==> src/hdl/cdr_pkg.sv <==
// Shared constants, types and helpers for the cable diagnostic result logic
package cdr_pkg;

   // ------------------------------------------------------------
   // Register indices (byte address is four times the index)
   // ------------------------------------------------------------
   localparam logic [5:0] IDX_CTRL = 6'h16;
   localparam logic [5:0] IDX_WIN  = 6'h17;
   localparam logic [5:0] IDX_PEAK = 6'h18;
   localparam logic [5:0] IDX_THR  = 6'h19;
   localparam logic [5:0] IDX_VCTL = 6'h1a;
   localparam logic [5:0] IDX_VDAT = 6'h1b;
   localparam logic [5:0] IDX_TDAT = 6'h1c;

   // ------------------------------------------------------------
   // Field positions
   // ------------------------------------------------------------
   localparam int WIN_START_LSB = 8;
   localparam int WIN_STOP_LSB  = 0;
   localparam int CTRL_BUSY     = 11;
   localparam int CTRL_MIN      = 7;
   localparam int CTRL_THR_LSB  = 0;
   localparam int VC_READY      = 15;
   localparam int VC_LOAD_HI    = 5;
   localparam int VC_LOAD_LO    = 4;
   localparam int VC_FREEZE     = 3;
   localparam int VC_TMR_LSB    = 1;
   localparam int VC_ENABLE     = 0;

   // ------------------------------------------------------------
   // Reset values
   // ------------------------------------------------------------
   localparam logic [15:0] WIN_RST  = 16'h0000;
   localparam logic [15:0] TDAT_RST = 16'h0000;
   localparam logic [5:0]  SMP_MID  = 6'h20;
   localparam logic [1:0]  TMR_RST  = 2'h0;

   // ------------------------------------------------------------
   // Timing
   // ------------------------------------------------------------
   localparam longint CLK_PS  = 10000;
   localparam longint UNIT_PS = 1048576000;
   localparam int unsigned UNIT_CYC = int'(UNIT_PS / CLK_PS);
   localparam logic [3:0] UNITS_PER_STEP = 4'h2;
   localparam logic [7:0] TIME_LAST = 8'hff;

   // ------------------------------------------------------------
   // Types
   // ------------------------------------------------------------
   typedef struct packed {
      logic        wr;
      logic        rd;
      logic [5:0]  idx;
      logic [15:0] wdata;
   } cdr_req_s;

   typedef enum logic {TDR_IDLE, TDR_RUN} cdr_tdr_e;

   // Sample lies beyond reference in the selected direction
   function automatic logic cdr_beyond(input logic [5:0] smp,
                                       input logic [5:0] ref_val,
                                       input logic       min_sel);
      return min_sel ? (smp < ref_val) : (smp > ref_val);
   endfunction

endpackage

==> src/hdl/cdr_top.sv <==
// Reflectometry result capture and receiver variance logic
//
// How it works
// - Samples count only between window start and stop times, 8 ns steps.
// - Six-bit peak holds largest sample, or smallest when minimum select set.
// - Peak time records first occurrence; equal later samples do not move it.
// - Results valid only once busy reads clear after the pulse.
// - Threshold-met flag sets when any window sample went strictly beyond the threshold.
// - Threshold time holds first sample strictly beyond threshold, valid with flag.
// - Reserved bits ignore writes and read as zero.
// - Ready flag sets on new result, clears after two data reads.
// - Writing bit 5 loads accumulator top byte from test data.
// - Writing bit 4 loads accumulator second byte from test data.
// - Freeze holds the data register; clears after two data reads.
// - Timer field selects 2, 4, 6 or 8 units of period.
// - New timer value restarts computation; result loads when period ends.
// - Computation runs only while enable set; enable resets to zero.
// - Data register returns low half first, then high half.
// - Data register contents valid only while ready is set.
// - Samples are six-bit codes, 0x00 to 0x3f, midpoint 0x20.
//
// Implementation choice: register access over AHB-Lite.
`timescale 1ns/1ps
module cdr_top #(
   parameter int unsigned P_UNIT_CYC = cdr_pkg::UNIT_CYC
) (
   input  wire logic        i_clk,        // 100 MHz clock
   input  wire logic        i_rst_n,      // Sync reset, active low
   input  wire logic        i_hsel,       // AHB select
   input  wire logic [31:0] i_haddr,      // AHB address
   input  wire logic [1:0]  i_htrans,     // AHB transfer type
   input  wire logic        i_hwrite,     // AHB write
   input  wire logic [2:0]  i_hsize,      // AHB size
   input  wire logic [31:0] i_hwdata,     // AHB write data
   input  wire logic        i_hready,     // AHB bus ready
   output logic [31:0]      o_hrdata,     // AHB read data
   output logic             o_hreadyout,  // AHB slave ready
   output logic             o_hresp,      // AHB response
   input  wire logic        i_pulse_start,// Pulse sent, one cycle
   input  wire logic        i_smp_vld,    // Reflection sample valid
   input  wire logic [5:0]  i_smp,        // Reflection sample code
   input  wire logic        i_var_vld,    // Variance term valid
   input  wire logic [15:0] i_var_term    // Squared error term
);

   // ------------------------------------------------------------
   // Bus front end
   // ------------------------------------------------------------
   cdr_pkg::cdr_req_s req;
   logic [15:0]       rdata;

   cdr_ahb_slave cdr_ahb_slave_inst (
      .i_clk       (i_clk),
      .i_rst_n     (i_rst_n),
      .i_hsel      (i_hsel),
      .i_haddr     (i_haddr),
      .i_htrans    (i_htrans),
      .i_hwrite    (i_hwrite),
      .i_hsize     (i_hsize),
      .i_hwdata    (i_hwdata),
      .i_hready    (i_hready),
      .i_rdata     (rdata),
      .o_hrdata    (o_hrdata),
      .o_hreadyout (o_hreadyout),
      .o_hresp     (o_hresp),
      .o_req       (req)
   );

   // ------------------------------------------------------------
   // Access decode
   // ------------------------------------------------------------
   logic win_wr;
   logic ctrl_wr;
   logic tdat_wr;
   logic vctl_wr;
   logic vdat_rd;
   logic vdat_second;

   assign win_wr      = req.wr && (req.idx == cdr_pkg::IDX_WIN);
   assign ctrl_wr     = req.wr && (req.idx == cdr_pkg::IDX_CTRL);
   assign tdat_wr     = req.wr && (req.idx == cdr_pkg::IDX_TDAT);
   assign vctl_wr     = req.wr && (req.idx == cdr_pkg::IDX_VCTL);
   assign vdat_rd     = req.rd && (req.idx == cdr_pkg::IDX_VDAT);

   // ------------------------------------------------------------
   // Configuration registers
   // ------------------------------------------------------------
   logic [7:0]  window_start_time;
   logic [7:0]  window_stop_time;
   logic        min_mode;
   logic [5:0]  thr_level;
   logic [15:0] test_data_value;

   always_ff @(posedge i_clk) begin
      if (!i_rst_n) begin
         window_start_time <= cdr_pkg::WIN_RST[15:8];
         window_stop_time  <= cdr_pkg::WIN_RST[7:0];
      end else if (win_wr) begin
         window_start_time <= req.wdata[cdr_pkg::WIN_START_LSB +: 8];
         window_stop_time  <= req.wdata[cdr_pkg::WIN_STOP_LSB +: 8];
      end
   end

   always_ff @(posedge i_clk) begin
      if (!i_rst_n) begin
         min_mode  <= 1'b0;
         thr_level <= cdr_pkg::SMP_MID;
      end else if (ctrl_wr) begin
         min_mode  <= req.wdata[cdr_pkg::CTRL_MIN];
         thr_level <= req.wdata[cdr_pkg::CTRL_THR_LSB +: 6];
      end
   end

   always_ff @(posedge i_clk) begin
      if (!i_rst_n) begin
         test_data_value <= cdr_pkg::TDAT_RST;
      end else if (tdat_wr) begin
         test_data_value <= req.wdata;
      end
   end

   // ------------------------------------------------------------
   // Reflectometry sequencing
   // ------------------------------------------------------------
   cdr_pkg::cdr_tdr_e tdr_state;
   logic [7:0]        smp_time;
   logic              in_win;
   logic              smp_take;
   logic              last_smp;

   assign in_win   = (smp_time >= window_start_time) &&
                     (smp_time <= window_stop_time);
   assign smp_take = (tdr_state == cdr_pkg::TDR_RUN) && i_smp_vld &&
                     !i_pulse_start;
   assign last_smp = (smp_time == window_stop_time) ||
                     (smp_time == cdr_pkg::TIME_LAST);

   // Busy until the window has been swept
   always_ff @(posedge i_clk) begin
      if (!i_rst_n) begin
         tdr_state <= cdr_pkg::TDR_IDLE;
      end else begin
         unique case (tdr_state)
            cdr_pkg::TDR_IDLE: begin
               if (i_pulse_start) begin
                  tdr_state <= cdr_pkg::TDR_RUN;
               end
            end
            cdr_pkg::TDR_RUN: begin
               if (smp_take && last_smp) begin
                  tdr_state <= cdr_pkg::TDR_IDLE;
               end
            end
         endcase
      end
   end

   // Sample time in 8 ns steps after the pulse
   always_ff @(posedge i_clk) begin
      if (!i_rst_n) begin
         smp_time <= 8'h00;
      end else if (i_pulse_start) begin
         smp_time <= 8'h00;
      end else if (smp_take) begin
         smp_time <= smp_time + 8'h01;
      end
   end

   // ------------------------------------------------------------
   // Peak capture
   // ------------------------------------------------------------
   logic       peak_seen;
   logic [5:0] peak_value;
   logic [7:0] peak_first_time;

   always_ff @(posedge i_clk) begin
      if (!i_rst_n) begin
         peak_seen       <= 1'b0;
         peak_value      <= 6'h00;
         peak_first_time <= 8'h00;
      end else if (i_pulse_start) begin
         peak_seen <= 1'b0;
      end else if (smp_take && in_win) begin
         // Strict compare keeps the first occurrence
         if (!peak_seen ||
             cdr_pkg::cdr_beyond(i_smp, peak_value, min_mode)) begin
            peak_seen       <= 1'b1;
            peak_value      <= i_smp;
            peak_first_time <= smp_time;
         end
      end
   end

   // ------------------------------------------------------------
   // Threshold capture
   // ------------------------------------------------------------
   logic       threshold_met_flag;
   logic [7:0] threshold_first_time;

   always_ff @(posedge i_clk) begin
      if (!i_rst_n) begin
         threshold_met_flag   <= 1'b0;
         threshold_first_time <= 8'h00;
      end else if (i_pulse_start) begin
         threshold_met_flag <= 1'b0;
      end else if (smp_take && in_win && !threshold_met_flag &&
                   cdr_pkg::cdr_beyond(i_smp, thr_level, min_mode)) begin
         threshold_met_flag   <= 1'b1;
         threshold_first_time <= smp_time;
      end
   end

   // ------------------------------------------------------------
   // Variance control
   // ------------------------------------------------------------
   logic        var_enable;
   logic [1:0]  var_timer;
   logic        var_freeze;
   logic        var_ready;
   logic        rd_high;
   logic        restart;
   logic [1:0]  new_timer;
   logic        new_enable;

   assign new_timer   = req.wdata[cdr_pkg::VC_TMR_LSB +: 2];
   assign new_enable  = req.wdata[cdr_pkg::VC_ENABLE];
   assign vdat_second = vdat_rd && rd_high;
   assign restart     = vctl_wr &&
                        ((new_timer != var_timer) ||
                         (new_enable && !var_enable));

   always_ff @(posedge i_clk) begin
      if (!i_rst_n) begin
         var_enable <= 1'b0;
         var_timer  <= cdr_pkg::TMR_RST;
      end else if (vctl_wr) begin
         var_enable <= new_enable;
         var_timer  <= new_timer;
      end
   end

   always_ff @(posedge i_clk) begin
      if (!i_rst_n) begin
         var_freeze <= 1'b0;
      end else if (vctl_wr) begin
         var_freeze <= req.wdata[cdr_pkg::VC_FREEZE];
      end else if (vdat_second) begin
         var_freeze <= 1'b0;
      end
   end

   // Read half pointer, restarts on freeze or any other access
   always_ff @(posedge i_clk) begin
      if (!i_rst_n) begin
         rd_high <= 1'b0;
      end else if (vdat_rd) begin
         rd_high <= !rd_high;
      end else if (req.rd || req.wr) begin
         rd_high <= 1'b0;
      end
   end

   // ------------------------------------------------------------
   // Variance period timer
   // ------------------------------------------------------------
   logic [16:0] unit_cnt;
   logic [3:0]  unit_num;
   logic [3:0]  period_units;
   logic        unit_end;
   logic        elapsed;

   assign period_units = ({2'b00, var_timer} + 4'h1) *
                         cdr_pkg::UNITS_PER_STEP;
   assign unit_end     = (unit_cnt == 17'(P_UNIT_CYC - 1));
   assign elapsed      = var_enable && !restart && unit_end &&
                         (unit_num == period_units - 4'h1);

   always_ff @(posedge i_clk) begin
      if (!i_rst_n) begin
         unit_cnt <= 17'h00000;
         unit_num <= 4'h0;
      end else if (!var_enable || restart) begin
         unit_cnt <= 17'h00000;
         unit_num <= 4'h0;
      end else if (unit_end) begin
         unit_cnt <= 17'h00000;
         unit_num <= elapsed ? 4'h0 : unit_num + 4'h1;
      end else begin
         unit_cnt <= unit_cnt + 17'h00001;
      end
   end

   // ------------------------------------------------------------
   // Variance accumulation and result
   // ------------------------------------------------------------
   logic [31:0] accum;
   logic [31:0] var_result;
   logic        load_hi;
   logic        load_lo;

   assign load_hi = vctl_wr && req.wdata[cdr_pkg::VC_LOAD_HI];
   assign load_lo = vctl_wr && req.wdata[cdr_pkg::VC_LOAD_LO];

   always_ff @(posedge i_clk) begin
      if (!i_rst_n) begin
         accum <= 32'h00000000;
      end else if (load_hi || load_lo) begin
         if (load_hi) begin
            accum[31:24] <= test_data_value[7:0];
         end
         if (load_lo) begin
            accum[23:16] <= test_data_value[7:0];
         end
      end else if (!var_enable || restart || elapsed) begin
         accum <= 32'h00000000;
      end else if (i_var_vld) begin
         accum <= accum + {16'h0000, i_var_term};
      end
   end

   always_ff @(posedge i_clk) begin
      if (!i_rst_n) begin
         var_result <= 32'h00000000;
      end else if (elapsed && !var_freeze) begin
         var_result <= accum;
      end
   end

   // New result wins over the clearing read
   always_ff @(posedge i_clk) begin
      if (!i_rst_n) begin
         var_ready <= 1'b0;
      end else if (elapsed && !var_freeze) begin
         var_ready <= 1'b1;
      end else if (vdat_second) begin
         var_ready <= 1'b0;
      end
   end

   // ------------------------------------------------------------
   // Read multiplexer, reserved bits zero
   // ------------------------------------------------------------
   logic busy;

   assign busy = (tdr_state == cdr_pkg::TDR_RUN);

   always_comb begin
      unique case (req.idx)
         cdr_pkg::IDX_CTRL:
            rdata = {4'h0, busy, 3'h0, min_mode, 1'b0, thr_level};
         cdr_pkg::IDX_WIN:
            rdata = {window_start_time, window_stop_time};
         cdr_pkg::IDX_PEAK:
            rdata = {2'b00, peak_value, peak_first_time};
         cdr_pkg::IDX_THR:
            rdata = {7'h00, threshold_met_flag,
                     threshold_first_time};
         cdr_pkg::IDX_VCTL:
            rdata = {var_ready, 11'h000, var_freeze, var_timer,
                     var_enable};
         cdr_pkg::IDX_VDAT:
            rdata = rd_high ? var_result[31:16]
                            : var_result[15:0];
         cdr_pkg::IDX_TDAT:
            rdata = test_data_value;
         default:
            rdata = 16'h0000;
      endcase
   end

endmodule // cdr_top

==> src/hdl/cdr_ahb_slave.sv <==
// AHB-Lite slave front end for the diagnostic register file
`timescale 1ns/1ps
module cdr_ahb_slave (
   input  wire logic             i_clk,      // System clock
   input  wire logic             i_rst_n,    // Sync reset, active low
   input  wire logic             i_hsel,     // Slave select
   input  wire logic [31:0]      i_haddr,    // Byte address
   input  wire logic [1:0]       i_htrans,   // Transfer type
   input  wire logic             i_hwrite,   // Write when high
   input  wire logic [2:0]       i_hsize,    // Transfer size
   input  wire logic [31:0]      i_hwdata,   // Write data
   input  wire logic             i_hready,   // Bus ready
   input  wire logic [15:0]      i_rdata,    // Register read value
   output logic [31:0]           o_hrdata,   // Read data
   output logic                  o_hreadyout,// Slave ready
   output logic                  o_hresp,    // Always OKAY
   output cdr_pkg::cdr_req_s     o_req       // Register access strobe
);

   // ------------------------------------------------------------
   // Address phase capture
   // ------------------------------------------------------------
   logic       ph_wr;
   logic       ph_rd;
   logic [5:0] ph_idx;
   logic       take;

   assign take = i_hsel && i_hready && i_htrans[1];

   always_ff @(posedge i_clk) begin
      if (!i_rst_n) begin
         ph_wr  <= 1'b0;
         ph_rd  <= 1'b0;
         ph_idx <= 6'h00;
      end else begin
         ph_wr <= take && i_hwrite && (i_hsize == 3'h2);
         ph_rd <= take && !i_hwrite;
         if (take) begin
            ph_idx <= (i_haddr[31:8] == 24'h000000) ?
                      i_haddr[7:2] : 6'h3f;
         end
      end
   end

   // ------------------------------------------------------------
   // Data phase: reads take one wait state
   // ------------------------------------------------------------
   always_ff @(posedge i_clk) begin
      if (!i_rst_n) begin
         o_hreadyout <= 1'b1;
         o_hrdata    <= 32'h00000000;
         o_hresp     <= 1'b0;
      end else begin
         o_hresp <= 1'b0;
         if (take && !i_hwrite) begin
            o_hreadyout <= 1'b0;
         end else if (ph_rd) begin
            o_hreadyout <= 1'b1;
            o_hrdata    <= {16'h0000, i_rdata};
         end
      end
   end

   always_comb begin
      o_req.wr    = ph_wr;
      o_req.rd    = ph_rd;
      o_req.idx   = ph_idx;
      o_req.wdata = i_hwdata[15:0];
   end

endmodule // cdr_ahb_slave

==> config.mk <==
export PLATFORM = sky130hd
export DESIGN_NAME = cdr_top
export DESIGN_NICKNAME = d
export VERILOG_FILES = /design/src/hdl/cdr_pkg.sv /design/src/hdl/cdr_top.sv /design/src/hdl/cdr_ahb_slave.sv
export SDC_FILE = /design/constraint.sdc
export NUM_CORES = 1
export LEC_CHECK = 0
export BUFFER_PORTS_ARGS = -buffer_cell sky130_fd_sc_hd__buf_2
export CAP_MARGIN = 20
export CORE_MARGIN = 2
export CORE_UTILIZATION = 31
export CTS_BUF_LIST = sky130_fd_sc_hd__clkbuf_8
export DETAILED_ROUTE_END_ITERATION = 7
export PLACE_DENSITY_LB_ADDON = 0.25
export SLEW_MARGIN = 10
export SYNTH_ARGS = -nofsm -noshare
export SYNTH_HDL_FRONTEND = slang
export SYNTH_SLANG_ARGS = --single-unit
==> constraint.sdc <==
create_clock -name i_clk -period 3 [get_ports i_clk]
set_clock_uncertainty 0.05 [all_clocks]
set_input_delay 0.15 -clock i_clk [delete_from_list [all_inputs] [get_ports i_clk]]
set_output_delay 0.15 -clock i_clk [all_outputs]
set_load 0.02 [all_outputs]
==> reports/results.ini <==
[outcome]
status = finished clean

[worst_hold_path]
hp-class = input pin to flop

[power]
p_leak_nw = 4.31
p_sw_share_pct = 24.8
seq_power_share_pct = 52.8
switchingPower_mw = 1.18
cellPowerDensity_nw_per_um2 = 406
p_clk_share_pct = 40.8
ir_drop_mv = 0.347
p_int_mw = 3.58
combPwrFrac_pct = 6.4

[logic_synthesis]
synthMostInstantiatedCell = nand2_1
synth_edf_count = 0
syn_area_um2 = 9900
ys_seq_elements = 188
synthDistinctLibCells = 73
syn-instance-count = 1242
yosys_warnings = 0
synth_top_cell_by_area = dfxtp_1
ys_async_sr_fraction_pct = 0
yosysTopAreaCellShare_pct = 38.0
syn_avg_cell_area_um2 = 7.97
synth_top_cells_by_area = dfxtp_1 (38%), nand2_1 (8.6%), a21oi_1 (6.4%), ha_1 (6.1%), mux2i_1 (4.8%)
yosysSeqAreaShare_pct = 38.0
yosys-top-cells-count = nand2_1 (226), dfxtp_1 (188), a21oi_1 (127)
ys.flop_type = dfxtp_1

[sta]
whs_ns = 0.0533
worst_pin_slew_ns = 0.750
fin_crit_sh_pct = 94.7
hold_viol_final = 0
fmax_mhz = 352
maxSlewViolCount = 0
layout_setup_ws_ns = 0.160
maxSlewHeadroom_pct = 49.7
setup_viol = 0
post-route-min-period_ns = 2.84
tns_ns = 0
rsz0062_at_grt = false

[die]
rows = 65
dieArea_um2 = 33400
die_y_um = 183
boundaryPins = 133
die_x_um = 183
start_util_pct = 31.4
core_um2 = 31500

[clock_network]
path_clk_slew_ns = 0.11
cts_buffer_depth = 2
cts_root_buf = clkbuf_8
post-cts-setup-buffers = 0
htreeDepth = 4
cts_sinks = 188
cts_tree = built
cts_made_buffers = 17
worstSkewPairLatency_ns = 0.48

[layout]
nets = 1512
fin_area_um2 = 11700
area_growth_pct = 18.5
drive_above_1_share_pct = 13.8
fill_cells = 3286
final_util_pct = 37.3
diodes = 0

[global_routing]
grt_pass1_vias = 8790
grt_pass1_wl_um = 47800
overflow = 0
grt_max_degree = 66
antenna_found_initial = 1
grtUsageTotal_pct = 18.1

[worst_setup_path]
start_kind = flop
end_kind = flop
critPathMaxStageDelay_ns = 0.39
criticalPathCategory = flop to flop
path_cells = ha_1 > inv_1 > fa_1 > nand2b_1 > a21oi_1 > o21ai_1 > o21ai_2 > a41oi_4 > o311a_1 > o31a_1
arrival_ns = 3.16
worst_ep_required_time_ns = 3.32
cp_max_fo = 7
cpMaxStageDelayCell = dfxtp_1

[drt]
remaining_drc_errors = 0
vias = 9233
wirelength_um = 30100
vias_per_cell = 5.19
dr.pass1.iters = 6
routedWlPerCell_um = 16.9
ant_nets = 0
drt_iter0_markers = 698

[place]
dpl_cell_area_um2 = 10900
dp_hpwl_um = 22500
dp_slack_ns = -0.0292
port-buffer-count = 96
gp_congestion = 0.874

[run]
maxCapViolCount = 0

power groups by stage:
stage,clock network [mW],logic (mW),registers (mW)
6_report,1.94,0.306,2.51
5_1_grt,2.09,0.335,2.52
4_1_cts,1.99,0.306,2.51
3_5_place_dp,0,0.268,2.57
3_3_place_gp,0,0.264,2.57
2_1_floorplan,0,0.168,2.57
cells by family (layout without fill, tap and decap cells):
family                     after synthesis  after routing  synth area share, %
muxes                                   51             51                 5.21
and+or+nand+nor                        499            499                 23.1
DFF                                    188            188                 38.0
AOI/OAI and AO/OA                      290            290                 18.6
buffers and inverters                  128            247                 5.56
adders and majority gates               49             49                 6.27
xor gates and xnor gates                36             36                 3.19
other                                    1             17               0.0379
stage by stage:
stage                     cells  power [mW]
after detailed placement   1710        2.84
after global routing       1779        4.94
after global placement     1710        2.84
after CTS                  1779        4.81
after floorplan            1258        2.74
final                      1779        4.76
cells in the final DEF, fill, tap and decap left out, drive strengths merged, types with 5 or more instances in the layout:
cell type    netlist  routed
nand2            226     226
dfxtp            188     188
buf               28     138
a21oi            127     127
nor2             106     106
nand3             53      53
ha                48      48
mux2i             47      47
inv               40      44
o21ai             42      42
dlygate4sd3        0      37
a22oi             28      28
xor2              22      22
nor3              18      18
clkbuf            60      18
conb               1      17
xnor2             14      14
nand4             13      13
and3              13      13
nor4              12      12
a21o              11      11
a31oi             11      11
nand2b             9       9
a222oi             9       9
o22ai              8       8
o211ai             8       8
or4                8       8
or3                8       8
and2               7       7
o2111ai            5       5
registers in the layout, indices dropped and copies added (netlist names), 8 cells and up:
name                         cells
accum                           32
var_result                      32
unit_cnt                        17
cdr_ahb_slave_inst.o_hrdata     16
test_data_value                 16
peak_first_time                  8
smp_time                         8
threshold_first_time             8
window_start_time                8
window_stop_time                 8
worst paths after layout:
| kind | from | slack [ns] | cells after the start | end |
|---|---|---|---|---|
| setup / recovery | accum[0]$_SDFFE_PN0P_ | 0.16 | 10 | accum[28]$_SDFFE_PN0P_ |
| hold / removal | i_hready | 0.05 | 4 | cdr_ahb_slave_inst.o_hreadyout$_SDFFE_PN1P_ |
| setup reg to reg | accum[0]$_SDFFE_PN0P_ | 0.16 | 10 | accum[28]$_SDFFE_PN0P_ |
| hold reg to reg | var_result[25]$_SDFFE_PN0P_ | 0.40 | 2 | var_result[25]$_SDFFE_PN0P_ |
repair_timing:
action                                  in CTS  in global routing
endpoints found under the setup margin       3                  5
resized for setup                            1                  3
hold buffers                                37                  0
endpoints found under the hold margin       61                  0
pin swaps                                    0                  2
worst max-delay path: cells and delay by family, from the launching register on:
family	cells	cell delay (ns)
AOI/OAI and AO/OA	6	1.51
adders and majority gates	2	0.57
DFF	1	0.39
and+or+nand+nor	1	0.18
buffers and inverters	1	0.05
routing by layer:
layer	wire length [µm]	vias to the layer above	global-route usage [%]
met4	626	2	5.23
met5	13	-	0
met1	13900	4383	24.0
met2	14200	209	30.4
li1	-	4608	-
met3	1340	31	3.15
final cells by class:
class	instances	area [µm²]	share of cell area, %
clock inverter	14	206	1.76
sequential	188	3760	32.1
inverter	40	151	1.29
clock buffer	18	248	2.11
timing repair buffer	175	1180	10.0
multi-input combinational	942	5680	48.4
tap	402	503	4.29
No activity file was read; power rests on OpenSTA's default activity.
